`src/include/txvco_pkg.sv`:
```
// Constants, field layouts and types for the transmitter and oscillator settings bank
package txvco_pkg;
    localparam int ADDR_W = 6;
    // Register indices; byte address is four times the index
    localparam logic [3:0] IDX_CTRL = 4'h0;
    localparam logic [3:0] IDX_IRQ_STATUS = 4'h1;
    localparam logic [3:0] IDX_IRQ_MASK = 4'h2;
    localparam logic [3:0] IDX_TX_SETTINGS = 4'h7;
    localparam logic [3:0] IDX_OSC_BAND = 4'h8;
    // Field positions
    localparam int TX_LO_LSB = 0;
    localparam int TX_HI_LSB = 4;
    localparam int TX_RAMP_LSB = 8;
    localparam int TX_OFS_I_LSB = 10;
    localparam int TX_OFS_Q_LSB = 15;
    localparam int TX_USED_W = 20;
    localparam int OSC_BAND_LSB = 0;
    localparam int OSC_ERR_BIT = 4;
    localparam int CTRL_TEST_BIT = 0;
    localparam int IRQ_CAL_ERR_BIT = 0;
    localparam int IRQ_RAMP_DONE_BIT = 1;
    localparam int IRQ_W = 2;
    // Reset values
    localparam logic [3:0] TX_LO_GAIN_RESET = 4'hF;
    localparam logic [3:0] TX_HI_GAIN_RESET = 4'h0;
    localparam logic [1:0] TX_RAMP_RESET = 2'h0;
    // Timing
    localparam int CLK_PERIOD_NS = 40;
    localparam int RAMP_STEP_NS = 1000;
    localparam int RAMP_TIME_NS = 1000;
    localparam int RAMP_STEP_CYC = (RAMP_STEP_NS + CLK_PERIOD_NS - 1) / CLK_PERIOD_NS;
    localparam int RAMP_TIME_CYC = (RAMP_TIME_NS + CLK_PERIOD_NS - 1) / CLK_PERIOD_NS;
    localparam int CNT_W = 7;

    typedef struct packed {
        logic       on;
        logic [3:0] val;   // Sign in the top bit, magnitude below
    } leak_ofs_t;

    typedef struct packed {
        leak_ofs_t  q;
        leak_ofs_t  i;
        logic [1:0] ramp;
        logic [3:0] hi_gain;
        logic [3:0] lo_gain;
    } tx_settings_t;

    typedef struct packed {
        leak_ofs_t  q;
        leak_ofs_t  i;
    } leak_pair_t;

    typedef enum logic [1:0] {
        RAMP_IDLE = 2'b00,
        RAMP_WAIT = 2'b01,
        RAMP_RISE = 2'b10,
        RAMP_FULL = 2'b11
    } ramp_state_t;
endpackage

```
`src/tx_and_vco_settings_regs.sv`:
```
// Transmitter and oscillator settings register bank with Avalon-MM slave
// What this block does
// Bits 0-3 set low-power output gain
// Bits 4-7 set high-power output gain
// Bits 8-9 pick ramp delay 1-4 us
// Ramp itself always lasts one microsecond
// Test mode writes drive leakage offsets directly
// Normal mode reads return calibrated leakage offsets
// Off gives zero; sign, magnitude in 2.5 uA
// I offset value bits 10-13, enable 14
// Q offset value bits 15-18, enable 19
// Test mode write forces oscillator band
// Normal mode reads calibrated band, 0000 highest
// Host sets compensation near 640 over modulus
// Host sends zeros in divider's top bits
// Calibration error flag in oscillator bit 4
// Transmitter bits 20-23 written and held zero
// Reset: low gain all ones, rest zero
//
// Design decision made here: the Avalon-MM register port.
`timescale 1ns/100ps
module tx_and_vco_settings_regs
    import txvco_pkg::*;
(
    input wire logic REF_CLK,
    input wire logic SRST,
    input wire logic CE,
    input wire logic [ADDR_W-1:0] ADDRESS,
    input wire logic READ,
    input wire logic WRITE,
    input wire logic [3:0] BYTEENABLE,
    input wire logic [31:0] WRITEDATA,
    output logic [31:0] READDATA,
    output logic WAITREQUEST,
    output logic IRQ,
    input wire logic TX_ENABLE_PIN,
    input wire leak_pair_t CAL_LEAK,
    input wire logic [3:0] CAL_BAND,
    input wire logic CAL_DONE,
    input wire logic CAL_ERROR,
    output logic [3:0] LOW_POWER_TX_OUTPUT_GAIN,
    output logic [3:0] HIGH_POWER_TX_OUTPUT_GAIN,
    output logic signed [4:0] I_LEAK_OFFSET_STEPS,
    output logic signed [4:0] Q_LEAK_OFFSET_STEPS,
    output logic [3:0] OSCILLATOR_BAND,
    output logic TX_RAMP_ACTIVE,
    output logic TX_OUTPUT_ON
);
    // Offset in 2.5 uA steps: off is zero, otherwise +-(magnitude+1)
    function automatic logic signed [4:0] leak_steps(input leak_ofs_t c);
        logic signed [4:0] mag;
        mag = 5'(c.val[2:0]) + 5'sh01;
        if (!c.on) begin
            leak_steps = 5'sh00;
        end else if (c.val[3]) begin
            leak_steps = -mag;
        end else begin
            leak_steps = mag;
        end
    endfunction

    function automatic logic [31:0] be_merge(input logic [31:0] old, input logic [31:0] nw, input logic [3:0] be);
        logic [31:0] r;
        r = old;
        for (int b = 0; b < 4; b++) begin
            if (be[b]) begin
                r[b*8 +: 8] = nw[b*8 +: 8];
            end
        end
        be_merge = r;
    endfunction

    // Bus slave: one wait cycle, so with CE held high every access ends at the second edge
    logic ack_q, ack_d;
    logic [31:0] rdata_q, rdata_d;
    logic test_q, test_d;
    tx_settings_t tx_q, tx_d;
    logic [3:0] band_q, band_d;
    logic vcerr_q, vcerr_d;
    logic [IRQ_W-1:0] irq_st_q, irq_st_d, irq_mask_q, irq_mask_d;
    ramp_state_t ramp_q, ramp_d;
    logic [CNT_W-1:0] cnt_q, cnt_d;
    logic [1:0] txen_sync_q;
    logic [1:0] txen_sync_d;
    logic [3:0] idx;
    logic wr_go, rd_go, ramp_done;
    logic [31:0] tx_word, osc_word, wmerge;
    leak_pair_t leak_view;

    assign idx = ADDRESS[ADDR_W-1:2];
    // A frozen clock enable keeps the access pending, so no answer is ever given without its effect
    assign WAITREQUEST = (READ || WRITE) && (!ack_q || !CE);
    // Writes land at the edge that completes the access, never earlier
    assign wr_go = CE && WRITE && ack_q;
    assign rd_go = CE && READ && !ack_q;

    always_comb begin
        leak_view = test_q ? leak_pair_t'({tx_q.q, tx_q.i}) : CAL_LEAK;
        tx_word = {12'h000, leak_view, tx_q.ramp, tx_q.hi_gain, tx_q.lo_gain};
        osc_word = {27'h0000000, vcerr_q, (test_q ? band_q : CAL_BAND)};
    end

    always_comb begin
        ack_d = ack_q;
        rdata_d = rdata_q;
        test_d = test_q;
        tx_d = tx_q;
        band_d = band_q;
        vcerr_d = vcerr_q;
        irq_mask_d = irq_mask_q;
        irq_st_d = irq_st_q;
        wmerge = 32'h00000000;
        if (CE) begin
            ack_d = (READ || WRITE) && !ack_q;
            if (rd_go) begin
                case (idx)
                    IDX_CTRL: rdata_d = {31'h00000000, test_q};
                    IDX_IRQ_STATUS: rdata_d = {30'h00000000, irq_st_q};
                    IDX_IRQ_MASK: rdata_d = {30'h00000000, irq_mask_q};
                    IDX_TX_SETTINGS: rdata_d = tx_word;
                    IDX_OSC_BAND: rdata_d = osc_word;
                    default: rdata_d = 32'h00000000;
                endcase
            end
            if (wr_go) begin
                case (idx)
                    IDX_CTRL: begin
                        wmerge = be_merge({31'h00000000, test_q}, WRITEDATA, BYTEENABLE);
                        test_d = wmerge[CTRL_TEST_BIT];
                    end
                    IDX_IRQ_MASK: begin
                        wmerge = be_merge({30'h00000000, irq_mask_q}, WRITEDATA, BYTEENABLE);
                        irq_mask_d = wmerge[IRQ_W-1:0];
                    end
                    IDX_IRQ_STATUS: begin
                        wmerge = be_merge(32'h00000000, WRITEDATA, BYTEENABLE);
                        irq_st_d = irq_st_q & ~wmerge[IRQ_W-1:0];
                    end
                    IDX_TX_SETTINGS: begin
                        wmerge = be_merge({12'h000, tx_q}, WRITEDATA, BYTEENABLE);
                        tx_d.lo_gain = wmerge[TX_LO_LSB +: 4];
                        tx_d.hi_gain = wmerge[TX_HI_LSB +: 4];
                        tx_d.ramp = wmerge[TX_RAMP_LSB +: 2];
                        if (test_q) begin
                            tx_d.i = wmerge[TX_OFS_I_LSB +: 5];
                            tx_d.q = wmerge[TX_OFS_Q_LSB +: 5];
                        end
                    end
                    IDX_OSC_BAND: begin
                        wmerge = be_merge({28'h0000000, band_q}, WRITEDATA, BYTEENABLE);
                        if (test_q) begin
                            band_d = wmerge[OSC_BAND_LSB +: 4];
                        end
                    end
                    default: wmerge = 32'h00000000;
                endcase
            end
            // A completing calibration clears the old error; a new error is sticky until then
            if (CAL_DONE) begin
                vcerr_d = 1'b0;
            end
            if (CAL_ERROR) begin
                vcerr_d = 1'b1;
            end
            // Hardware set wins over a software clear in the same cycle
            if (CAL_ERROR) begin
                irq_st_d[IRQ_CAL_ERR_BIT] = 1'b1;
            end
            if (ramp_done) begin
                irq_st_d[IRQ_RAMP_DONE_BIT] = 1'b1;
            end
        end
    end

    // Ramp sequencer: programmed delay, then a fixed one microsecond rise
    always_comb begin
        ramp_d = ramp_q;
        cnt_d = cnt_q;
        ramp_done = 1'b0;
        txen_sync_d = CE ? {txen_sync_q[0], TX_ENABLE_PIN} : txen_sync_q;
        if (CE) begin
            case (ramp_q)
                RAMP_IDLE: begin
                    if (txen_sync_q[1]) begin
                        ramp_d = RAMP_WAIT;
                        cnt_d = CNT_W'((32'(tx_q.ramp) + 32'd1) * RAMP_STEP_CYC - 1);
                    end
                end
                RAMP_WAIT: begin
                    if (!txen_sync_q[1]) begin
                        ramp_d = RAMP_IDLE;
                    end else if (cnt_q == '0) begin
                        ramp_d = RAMP_RISE;
                        cnt_d = CNT_W'(RAMP_TIME_CYC - 1);
                    end else begin
                        cnt_d = cnt_q - 1'b1;
                    end
                end
                RAMP_RISE: begin
                    if (!txen_sync_q[1]) begin
                        ramp_d = RAMP_IDLE;
                    end else if (cnt_q == '0) begin
                        ramp_d = RAMP_FULL;
                        ramp_done = 1'b1;
                    end else begin
                        cnt_d = cnt_q - 1'b1;
                    end
                end
                RAMP_FULL: begin
                    if (!txen_sync_q[1]) begin
                        ramp_d = RAMP_IDLE;
                    end
                end
                default: ramp_d = RAMP_IDLE;
            endcase
        end
    end

    always_ff @(posedge REF_CLK) begin
        if (SRST) begin
            ack_q <= 1'b0;
            rdata_q <= 32'h00000000;
            test_q <= 1'b0;
            tx_q <= '{lo_gain: TX_LO_GAIN_RESET, hi_gain: TX_HI_GAIN_RESET, ramp: TX_RAMP_RESET,
                      i: '0, q: '0};
            band_q <= 4'h0;
            vcerr_q <= 1'b0;
            irq_st_q <= '0;
            irq_mask_q <= '0;
            ramp_q <= RAMP_IDLE;
            cnt_q <= '0;
            txen_sync_q <= 2'b00;
        end else begin
            ack_q <= ack_d;
            rdata_q <= rdata_d;
            test_q <= test_d;
            tx_q <= tx_d;
            band_q <= band_d;
            vcerr_q <= vcerr_d;
            irq_st_q <= irq_st_d;
            irq_mask_q <= irq_mask_d;
            ramp_q <= ramp_d;
            cnt_q <= cnt_d;
            txen_sync_q <= txen_sync_d;
        end
    end

    // Outputs: gains straight from flops, offsets decoded and band taken from the active source
    assign READDATA = rdata_q;
    assign IRQ = |(irq_st_q & irq_mask_q);
    assign LOW_POWER_TX_OUTPUT_GAIN = tx_q.lo_gain;
    assign HIGH_POWER_TX_OUTPUT_GAIN = tx_q.hi_gain;
    assign I_LEAK_OFFSET_STEPS = leak_steps(leak_view.i);
    assign Q_LEAK_OFFSET_STEPS = leak_steps(leak_view.q);
    assign OSCILLATOR_BAND = test_q ? band_q : CAL_BAND;
    assign TX_RAMP_ACTIVE = (ramp_q == RAMP_RISE);
    assign TX_OUTPUT_ON = (ramp_q == RAMP_FULL);

    property p_low_gain;
        @(posedge REF_CLK) disable iff (SRST)
        (wr_go && idx == IDX_TX_SETTINGS && BYTEENABLE[0]) |=> LOW_POWER_TX_OUTPUT_GAIN == $past(WRITEDATA[3:0]);
    endproperty
    a_low_gain: assert property (p_low_gain) else $error("low gain not taken from bits 0-3");
    property p_high_gain;
        @(posedge REF_CLK) disable iff (SRST)
        (wr_go && idx == IDX_TX_SETTINGS && BYTEENABLE[0]) |=> HIGH_POWER_TX_OUTPUT_GAIN == $past(WRITEDATA[7:4]);
    endproperty
    a_high_gain: assert property (p_high_gain) else $error("high gain not taken from bits 4-7");
    // Cycles spent in the delay phase, counted apart from the sequencer's own counter
    logic [CNT_W-1:0] wait_len_q, wait_len_d;
    always_comb begin
        wait_len_d = wait_len_q;
        if (CE) begin
            wait_len_d = (ramp_q == RAMP_WAIT) ? wait_len_q + 1'b1 : '0;
        end
    end
    always_ff @(posedge REF_CLK) begin
        if (SRST) begin
            wait_len_q <= '0;
        end else begin
            wait_len_q <= wait_len_d;
        end
    end
    property p_delay_len;
        @(posedge REF_CLK) disable iff (SRST)
        $rose(TX_RAMP_ACTIVE) |-> wait_len_q == CNT_W'((32'(tx_q.ramp) + 32'd1) * RAMP_STEP_CYC);
    endproperty
    a_delay_len: assert property (p_delay_len) else $error("ramp delay not as programmed");
    property p_ramp_len;
        @(posedge REF_CLK) disable iff (SRST || !CE)
        ($rose(TX_RAMP_ACTIVE) ##1 (txen_sync_q[1] && CE) [*8]) |-> ##[1:24] TX_OUTPUT_ON;
    endproperty
    a_ramp_len: assert property (p_ramp_len) else $error("ramp exceeded one microsecond");
    property p_test_leak;
        @(posedge REF_CLK) disable iff (SRST)
        test_q |-> leak_view == leak_pair_t'({tx_q.q, tx_q.i});
    endproperty
    a_test_leak: assert property (p_test_leak) else $error("test mode offsets not from register");
    property p_norm_leak;
        @(posedge REF_CLK) disable iff (SRST)
        (rd_go && !test_q && idx == IDX_TX_SETTINGS) |=> READDATA[19:10] == $past(CAL_LEAK);
    endproperty
    a_norm_leak: assert property (p_norm_leak) else $error("normal read not calibrated offset");
    property p_off_zero;
        @(posedge REF_CLK) disable iff (SRST)
        !leak_view.i.on |-> I_LEAK_OFFSET_STEPS == 5'sh00;
    endproperty
    a_off_zero: assert property (p_off_zero) else $error("disabled I offset not zero");
    property p_band;
        @(posedge REF_CLK) disable iff (SRST)
        (rd_go && !test_q && idx == IDX_OSC_BAND) |=> READDATA[3:0] == $past(CAL_BAND);
    endproperty
    a_band: assert property (p_band) else $error("normal band read wrong");
    property p_err;
        @(posedge REF_CLK) disable iff (SRST)
        (CE && CAL_ERROR) |=> vcerr_q;
    endproperty
    a_err: assert property (p_err) else $error("calibration error not flagged");
    property p_top_zero;
        @(posedge REF_CLK) disable iff (SRST)
        (rd_go && idx == IDX_TX_SETTINGS) |=> READDATA[23:20] == 4'h0;
    endproperty
    a_top_zero: assert property (p_top_zero) else $error("bits 20-23 not zero");
endmodule

```
`config.mk`:
```
export PLATFORM = sky130hd
export DESIGN_NAME = tx_and_vco_settings_regs
export DESIGN_NICKNAME = d
export VERILOG_FILES = /design/src/include/txvco_pkg.sv /design/src/tx_and_vco_settings_regs.sv
export SDC_FILE = /design/constraint.sdc
export NUM_CORES = 1
export LEC_CHECK = 0
export ABC_AREA = 1
export BUFFER_PORTS_ARGS = -buffer_cell sky130_fd_sc_hd__buf_4
export CAP_MARGIN = 20
export CELL_PAD_IN_SITES_DETAIL_PLACEMENT = 0
export CELL_PAD_IN_SITES_GLOBAL_PLACEMENT = 1
export CORE_UTILIZATION = 34
export CTS_CLUSTER_DIAMETER = 120
export DETAILED_ROUTE_END_ITERATION = 7
export HOLD_SLACK_MARGIN = 0.08
export PLACE_DENSITY = 0.84
export REMOVE_ABC_BUFFERS = 1
export SETUP_SLACK_MARGIN = 0.02
export SLEW_MARGIN = 20
export SYNTH_ARGS = -nofsm -noshare
export SYNTH_HDL_FRONTEND = slang
export SYNTH_SLANG_ARGS = --single-unit
```
`constraint.sdc`:
```
create_clock -name REF_CLK -period 1.8 [get_ports REF_CLK]
set_clock_uncertainty 0.05 [all_clocks]
set_input_delay 0.18 -clock REF_CLK [delete_from_list [all_inputs] [get_ports REF_CLK]]
set_output_delay 0.18 -clock REF_CLK [all_outputs]
set_load 0.05 [all_outputs]
```
Word level (Yosys, flattened, before mapping)
Index checks and enable logic that the tools add are counted.
{"block": "totals", "input_bits": 64, "elab_cells": 111, "ff_bits": 74}
{"block": "op_classes", "mul": 1, "n_reduce_logical": 33, "n_eq_ne": 14, "add_sub_neg": 7, "n_mux": 34, "n_bitwise": 3}
{"cell": "one-hot mux 20 bit (5 select lines)", "n": 1}
{"cell": "2-to-1 mux 7 bit", "n": 5}
{"cell": "2-to-1 mux 2 bit", "n": 12}
{"cell": "one-hot mux 7 bit (3 select lines)", "n": 1}
{"cell": "2-to-1 mux 5 bit", "n": 4}
{"cell": "AND reduction 5 bit", "n": 4}
{"cell": "AND reduction 4 bit", "n": 4}
{"cell": "subtractor 7 x 1 -> 7 bit (second input constant)", "n": 2}
{"cell": "2-to-1 mux 10 bit", "n": 1}
{"cell": "negator 4 -> 5 bit", "n": 2}
{"cell": "nonzero test 2 bit", "n": 5}
{"cell": "adder 3 x 1 -> 4 bit (second input constant)", "n": 2}
{"cell": "2-to-1 mux 1 bit", "n": 8}
{"cell": "!= test 2 bit (second input constant)", "n": 4}
{"cell": "one-hot mux 2 bit (4 select lines)", "n": 1}
{"cell": "zero test 7 bit", "n": 1}
{"cell": "multiplier 3 x 5 -> 7 bit (second input constant)", "n": 1}
{"cell": "logical AND 1 bit", "n": 6}
{"cell": "AND reduction 3 bit", "n": 2}
{"cell": "AND reduction 6 bit", "n": 1}
{"cell": "bitwise AND 2 bit", "n": 2}
{"cell": "equality test 2 bit (second input constant)", "n": 2}
{"cell": "equality test 4 x 1 -> 1 bit (second input constant)", "n": 1}
{"cell": "equality test 4 x 2 -> 1 bit (second input constant)", "n": 1}
{"cell": "16 further kinds", "n": 19}

Depth between registers and ports, before layout
Gate-level depths: netlist of run 1.
{"block": "logic_depth", "word_depth": 9, "mapped_depth": 11}

Least setup slack after synthesis of run 1
Ideal clock, no wire load.
{"block": "synth_path", "path_type": "register -> output", "start": "register test_q", "end": "output Q_LEAK_OFFSET_STEPS[3]", "arrival_time_ns": 1.989, "required_time_ns": 1.570, "n_path_buf": 0, "stages_incl_launch_ff": 9, "setup_slack_ns": -0.419, "path_cell_list": "dfxtp_1 o21ai_0 inv_1 ha_1 xnor2_2 nand2_1 nand3_1 nand2_1 nor2_1"}
{"block": "synth_via", "elab_chain_cells": 5}
{"item": "start: declaration", "line_no": "tx_and_vco_settings_regs.sv:76", "source": "logic test_q, test_d;"}
{"item": "start signal: assignment", "line_no": "tx_and_vco_settings_regs.sv:236", "source": "test_q <= test_d;"}
{"item": "2-to-1 mux 10 bit (*)", "line_no": "tx_and_vco_settings_regs.sv:98", "source": "leak_view = test_q ? leak_pair_t'({tx_q.q, tx_q.i}) : CAL_LEAK;"}
{"item": "adder 3 x 1 -> 4 bit", "line_no": "tx_and_vco_settings_regs.sv:52", "source": "mag = 5'(c.val[2:0]) + 5'sh01;"}
{"item": "negator 4 -> 5 bit", "line_no": "tx_and_vco_settings_regs.sv:56", "source": "leak_steps = -mag;"}
{"item": "2-to-1 mux 5 bit", "line_no": "tx_and_vco_settings_regs.sv:55", "source": "end else if (c.val[3]) begin"}
{"item": "2-to-1 mux 5 bit (*)", "line_no": "tx_and_vco_settings_regs.sv:53", "source": "if (!c.on) begin"}
{"item": "end: declaration", "line_no": "tx_and_vco_settings_regs.sv:44", "source": "output logic signed [4:0] Q_LEAK_OFFSET_STEPS,"}
Mark *: on every way between the ends. The rest lies on a longest branch, timed or not.

Worst setup path after layout of run 1
Ends and elaborated chain as after synthesis.

==> impl_metrics.py, run 1 <==
metrics = {
    "clocking": {
        "clock_latency_ns": 0.33,
        "cts_max_level": 3,
        "clk_path_buf_depth": 2,
        "clk_pin_slew_worst_paths_ns": 0.08,
        "cts_tree": "done",
        "clockRootBuffer": "clkbuf_8",
        "cts_buffers": 9,
        "clock-sinks": 62,
    },
    "routing": {
        "initialDrtViolationCount": 109,
        "drtPass1Iterations": 4,
        "final_antenna_net_count": 0,
        "via_count": 3627,
        "drt_wl_total_mm": 9.77,
        "drc": 0,
        "vias_per_cell": 4.72,
        "wl_per_cell_um": 12.7,
    },
    "floorplanning": {
        "die_area_um2": 10600,
        "io_pins": 122,
        "core_region_area_um2": 9860,
        "die_y_um": 103,
        "die_w_um": 103,
        "initial_core_util_pct": 35.3,
        "fp-row-count": 36,
    },
    "timing": {
        "holdWs_ns": 0.0958,
        "setup_ws_ns": -0.184,
        "max_freq_mhz": 504,
        "min_period_ns": 1.98,
        "grt_setup_unrepaired": "true",
        "max_slew_margin_pct": 55.5,
        "setup_violations": 8,
        "tns_ns": -1.05,
        "slew_viol_final": 0,
        "hold_viol_final": 0,
        "period_share_pct": 110,
        "tightest_slew_ns": 0.666,
    },
    "placed_design": {
        "dpl.hpwl_mm": 6.89,
        "place.gp.congestion": 0.821,
        "dp.cells": 725,
        "place_area_um2": 4270,
        "port-buffer-count": 94,
    },
    "critical_path": {
        "start_kind": "register",
        "criticalPathCategory": "reg2out",
        "crit_required_ns": 1.57,
        "cp_max_fo": 6,
        "cp.arrival_ns": 1.75,
        "end_kind": "output port",
    },
    "grt": {
        "grt_usage_pct": 18.4,
        "grt_pass1_wl_mm": 15.1,
        "grt_overflow": 0,
        "antenna_found_initial": 0,
        "grt_pass1_vias": 3259,
        "grt_max_degree": 34,
    },
    "yosys": {
        "synth-seq-cells": 62,
        "syn_inst": 507,
        "avgSynthCellArea_um2": 6.86,
        "yosysWarnings": 0,
        "synth_top_area_share_pct": 35.7,
        "syn-cell-area_um2": 3480,
        "synth.most_common_cell": "nand2_1",
        "ys.flop_type": "dfxtp_1",
        "yosys.area.top_type": "dfxtp_1",
        "async_flop_share_pct": 0,
        "yosysUniqueCellTypes": 33,
        "synth.top_cells.by_area": "dfxtp_1, nand2_1, a21oi_1",
        "synth_common_cells": "nand2_1, dfxtp_1, a21oi_1",
        "synth.yosys.seq_area_share_pct": 35.7,
        "synth_edf_count": 0,
    },
    "status": {
        "run_status": "finished, violations left",
        "violations": "negative setup slack",
    },
    "layout": {
        "finalNonFillerCells": 769,
        "final_nets": 709,
        "antenna_cells": 0,
        "syn_to_final_growth_pct": 45.6,
        "fill_cells": 957,
        "fin_area_um2": 5060,
        "drive_gt1_share_pct": 32.4,
    },
    "pwr": {
        "powerDensity_nw_per_um2": 778,
        "power.total_w": 0.00394,
        "peakVddDrop_v": 0.000437,
        "power.leakage_nw": 2.27,
    },
    "hold_path": {
        "hold_path_class": "in2reg",
    },
    "run": {
        "maxCapViolations": 0,
    },
}
registers in the layout, indices dropped and copies added (netlist names):
register                   cells
ramp_q                         2
HIGH_POWER_TX_OUTPUT_GAIN      4
vcerr_q                        1
cnt_q                          7
tx_q                          12
test_q                         1
READDATA                      20
txen_sync_q                    2
irq_st_q                       2
LOW_POWER_TX_OUTPUT_GAIN       4
ack_q                          1
irq_mask_q                     2
band_q                         4
what timing repair did:
action | in CTS | in global routing
pin swaps | 10 | 14
hold endpoints to repair | 16 | 0
setup endpoints to repair | 9 | 20
hold buffers | 17 | 0
setup buffers | 8 | 2
gates resized for setup | 27 | 64
cloned | 0 | 1
cells in the final DEF (no fill, tap or decap), types with 16 or more instances in the layout:
master,netlist,routed
buf_6,2,16
a21oi_1,56,54
nor2_1,45,35
nand2_1,111,99
buf_4,22,102
dfxtp_1,62,59
o21ai_0,41,31
inv_1,55,51
dlygate4sd3_1,0,17
nand3_1,31,29
kinds of logic after synthesis:
kind of cell    Yosys count  share of synthesized area, %
buf+inv                  96                          13.4
xor+xnor                  3                         0.971
fa+ha+maj                14                          5.04
flops                    62                          35.7
other cells               1                         0.108
compound gates          114                          17.6
simple gates            217                          27.2
layout make-up:
| class | count | area, µm² | share of cell area (%) |
|---|---|---|---|
| clock buffers | 9 | 124 | 2.45 |
| clock inverters | 7 | 120 | 2.37 |
| inverters | 60 | 234 | 4.62 |
| multi-input cells | 360 | 2020 | 39.9 |
| flip-flops and latches | 62 | 1250 | 24.6 |
| well taps | 133 | 166 | 3.29 |
| repair buffers | 137 | 1150 | 22.6 |
| repair inverters | 1 | 7.51 | 0.148 |
worst max-delay path, stage by stage, from the launching register on:
cell	delay, ns
dfxtp_4	0.41
nand2_2	0.06
o21ai_2	0.07
inv_2	0.07
ha_4	0.17
xnor2_2	0.16
nand2_2	0.10
nand3_2	0.06
nand2_1	0.06
nor2_2	0.10
buf_6	0.16
power breakdown:
part           internal [W]  switching (W)  leakage, nW  total (W)
sequential          0.00141      0.0000389        0.504    0.00145
clock              0.000925       0.000599        0.120    0.00152
combinational      0.000367       0.000600         1.65   0.000967
final timing paths:
kind	startpoint	end	slack, ns	cells after the start
max	test_q	Q_LEAK_OFFSET_STEPS[3]	-0.18	10
min	WRITEDATA[14]	tx_q[14]	0.1	3
max reg2reg	ramp_q[0]	cnt_q[6]	0.16	8
min reg2reg	band_q[1]	band_q[1]	0.40	2
per-layer routing:
metal / vias to the layer above / part of all wire, % / track usage, %
met5: - / 0 / 0
met4: 0 / 0.46 / 5.85
met3: 5 / 5.4 / 2.71
met2: 93 / 47 / 29.9
met1: 1661 / 47 / 25.0
li1: 1868 / - / -
metrics by stage:
step | worst slack [ns] | utilization (%)
after floorplan | -0.588 | -
after global placement | 0.0159 | 43.3
after detailed placement | -0.0381 | 43.3
after CTS | -0.212 | 49.0
after global routing | -0.300 | 51.3
final | -0.184 | 51.3
(Power assumes the default switching activity.)
==> run 2: changes to the inputs <==
ABC_AREA = unset   (was 1)
CORE_UTILIZATION = 36   (was 34)
TNS_END_PERCENT = 1   (was unset)
==> run 2 against run 1 <==
Net effect: the flow still finishes with violations (negative setup slack); synthesized area increased by 1.7%; first-iteration DRC count up 110%; die area decreased by 3.9%; clock power shrank 18%; power shrank 13%; combinational power down 20%; largest cell class unchanged.
==> impl_metrics.py, run 2 <==
metrics = {
    "routing": {
        "drtPass1Iterations": 4,
        "wl_per_cell_um": 15.3,
        "drc": 0,
        "final_antenna_net_count": 0,
        "drt_wl_total_mm": 10.7,
        "initialDrtViolationCount": 224,
        "via_count": 3587,
        "vias_per_cell": 5.12,
    },
    "pwr": {
        "power.leakage_nw": 2.34,
        "comb_power_share_pct": 22.7,
        "swShare_pct": 30.7,
        "peakVddDrop_v": 0.000494,
        "clkPwrFrac_pct": 36.4,
        "p_switching_w": 0.00105,
        "p_seq_share_pct": 41.0,
        "powerDensity_nw_per_um2": 646,
        "p_int_w": 0.00237,
    },
    "layout": {
        "layout_commonest_cell": "buf_4",
        "antenna_cells": 0,
        "layout_common_cells": "buf_4, nor2_1, dfxtp_1",
        "final_core_util_pct": 56.5,
        "fill_cells": 873,
        "final_nets": 644,
        "largest_reg_flops": 20,
        "drive_gt1_share_pct": 36.8,
        "syn_to_final_growth_pct": 49.7,
    },
    "clocking": {
        "clk_path_buf_depth": 2,
        "clockRootBuffer": "clkbuf_8",
        "clk_pin_slew_worst_paths_ns": 0.07,
        "cts_max_level": 3,
        "cts_buffers": 9,
        "clock_latency_ns": 0.35,
        "cts_tree": "done",
        "clock-sinks": 62,
    },
    "critical_path": {
        "cp.arrival_ns": 1.94,
        "cp_max_fo": 4,
        "reg2reg_slack_ns": -0.24,
        "criticalPathCategory": "reg2out",
        "end_kind": "output port",
        "crit_required_ns": 1.57,
        "start_kind": "register",
    },
    "yosys": {
        "async_flop_share_pct": 0,
        "syn_inst": 415,
        "yosysUniqueCellTypes": 60,
        "synth.top_cells.by_area": "dfxtp_1, mux2i_1, nor2_1",
        "synth-seq-cells": 62,
        "yosysWarnings": 0,
        "yosys.area.top_type": "dfxtp_1",
        "synth.yosys.seq_area_share_pct": 35.1,
        "synth_common_cells": "nor2_1, dfxtp_1, mux2i_1",
        "avgSynthCellArea_um2": 8.52,
        "syn-cell-area_um2": 3540,
        "synth_top_area_share_pct": 35.1,
        "synth_edf_count": 0,
        "synth.most_common_cell": "nor2_1",
        "ys.flop_type": "dfxtp_1",
    },
    "timing": {
        "tightest_slew_ns": 0.500,
        "min_period_ns": 2.17,
        "grt_setup_unrepaired": "true",
        "hold_viol_final": 0,
        "max_slew_margin_pct": 66.6,
        "setup_ws_ns": -0.368,
        "max_freq_mhz": 461,
        "slew_viol_final": 0,
        "setup_violations": 12,
        "period_share_pct": 120,
    },
    "floorplanning": {
        "die_area_um2": 10200,
        "io_pins": 122,
        "initial_core_util_pct": 37.7,
        "fp-row-count": 35,
        "die_y_um": 101,
        "die_w_um": 101,
        "core_region_area_um2": 9370,
    },
    "placed_design": {
        "place_ws_ns": -0.227,
        "dpl.hpwl_mm": 7.47,
        "place.gp.congestion": 0.862,
        "port-buffer-count": 94,
    },
    "grt": {
        "grt_usage_pct": 21.2,
        "grt_max_degree": 40,
        "antenna_found_initial": 0,
        "grt_pass1_vias": 3499,
        "grt_pass1_wl_mm": 16.9,
        "grt_overflow": 0,
    },
    "status": {
        "violations": "negative setup slack",
        "run_status": "finished, violations left",
    },
    "hold_path": {
        "hold_path_class": "in2reg",
    },
    "run": {
        "maxCapViolations": 0,
    },
}
==> run 2: changes by cell type after synthesis, sizes merged, moves of 18 or more <==
| cell | previous run | this run |
|---|---|---|
| a21oi | 56 | 24 |
| mux2i | 0 | 34 |
| nand2 | 117 | 12 |
| o21ai | 52 | 7 |
| nor2 | 49 | 67 |
| nand3 | 33 | 14 |
| inv | 59 | 16 |
==> run 2: final cells by class <==
type / count / area (µm²) / share of cell area (%)
inverter: 16 / 60.1 / 1.13
multi-input combinational: 304 / 2180 / 41.1
timing repair buffer: 173 / 1450 / 27.4
sequential: 62 / 1250 / 23.6
clock inverter: 7 / 75.1 / 1.42
tap: 129 / 161 / 3.05
clock buffer: 9 / 124 / 2.34
==> run 2: worst paths after layout <==
| kind | from | end | depth (start not counted) |
|---|---|---|---|
| max | test_q | Q_LEAK_OFFSET_STEPS[3] | 7 |
| min | CAL_DONE | vcerr_q | 4 |
| max reg2reg | cnt_q[0] | ramp_q[1] | 6 |
| min reg2reg | READDATA[15] | READDATA[15] | 2 |
==> run 2: cells by family (layout without fill, tap and decap cells) <==
| family | Yosys count | count (layout) | share of synthesized area [%] |
|---|---|---|---|
| buf+inv | 60 | 205 | 9.31 |
| compound gates | 83 | 83 | 16.2 |
| simple gates | 150 | 150 | 21.4 |
| flops | 62 | 62 | 35.1 |
| other cells | 1 | 12 | 0.106 |
| mux | 42 | 42 | 12.2 |
| xor+xnor | 3 | 3 | 0.743 |
| fa+ha+maj | 14 | 14 | 4.95 |
==> run 2: stage by stage <==
| stage | hold WS, ns | TNS [ns] | power (W) | area [µm²] | instances |
|---|---|---|---|---|---|
| after floorplan | 0.192 | -8.42 | 0.00179 | 3310 | 382 |
| after global placement | 0.362 | -0.687 | 0.00208 | 4570 | 657 |
| after detailed placement | 0.372 | -1.22 | 0.00209 | 4570 | 657 |
| after CTS | 0.144 | -2.63 | 0.00341 | 5150 | 700 |
| after global routing | 0.171 | -3.76 | 0.00358 | 5290 | 700 |
| final | 0.159 | -2.44 | 0.00342 | 5290 | 700 |
==> run 2: worst max-delay path: stages (launching register included) <==
cell and delay [ns]:
dfxtp_4 0.39, mux2i_2 0.25, inv_2 0.09, ha_4 0.26, o21ai_1 0.11, mux2i_1 0.09, a211oi_1 0.17, buf_4 0.23
==> run 2: power groups by stage <==
stage,Combinational [W],Sequential [W],Clock [W]
4_1_cts,0.000731,0.00140,0.00128
3_3_place_gp,0.000648,0.00143,0
5_1_grt,0.000828,0.00140,0.00135
2_1_floorplan,0.000344,0.00144,0
3_5_place_dp,0.000656,0.00143,0
6_report,0.000775,0.00140,0.00125
==> run 2: layer usage <==
layer	global-route usage, %	wire length [µm]	vias up
met4	6.24	131	0
met5	0	0	-
met3	5.27	660	15
li1	-	-	1760
met2	36.9	5380	118
met1	25.8	4550	1694
==> run 2: timing repair <==
item                                   CTS  global route
endpoints found under the hold margin   24             0
gates resized for setup                 32            35
pin swaps                                7             4
setup buffers                            4             0
hold buffers                            23             0
setup endpoints to repair               22            23
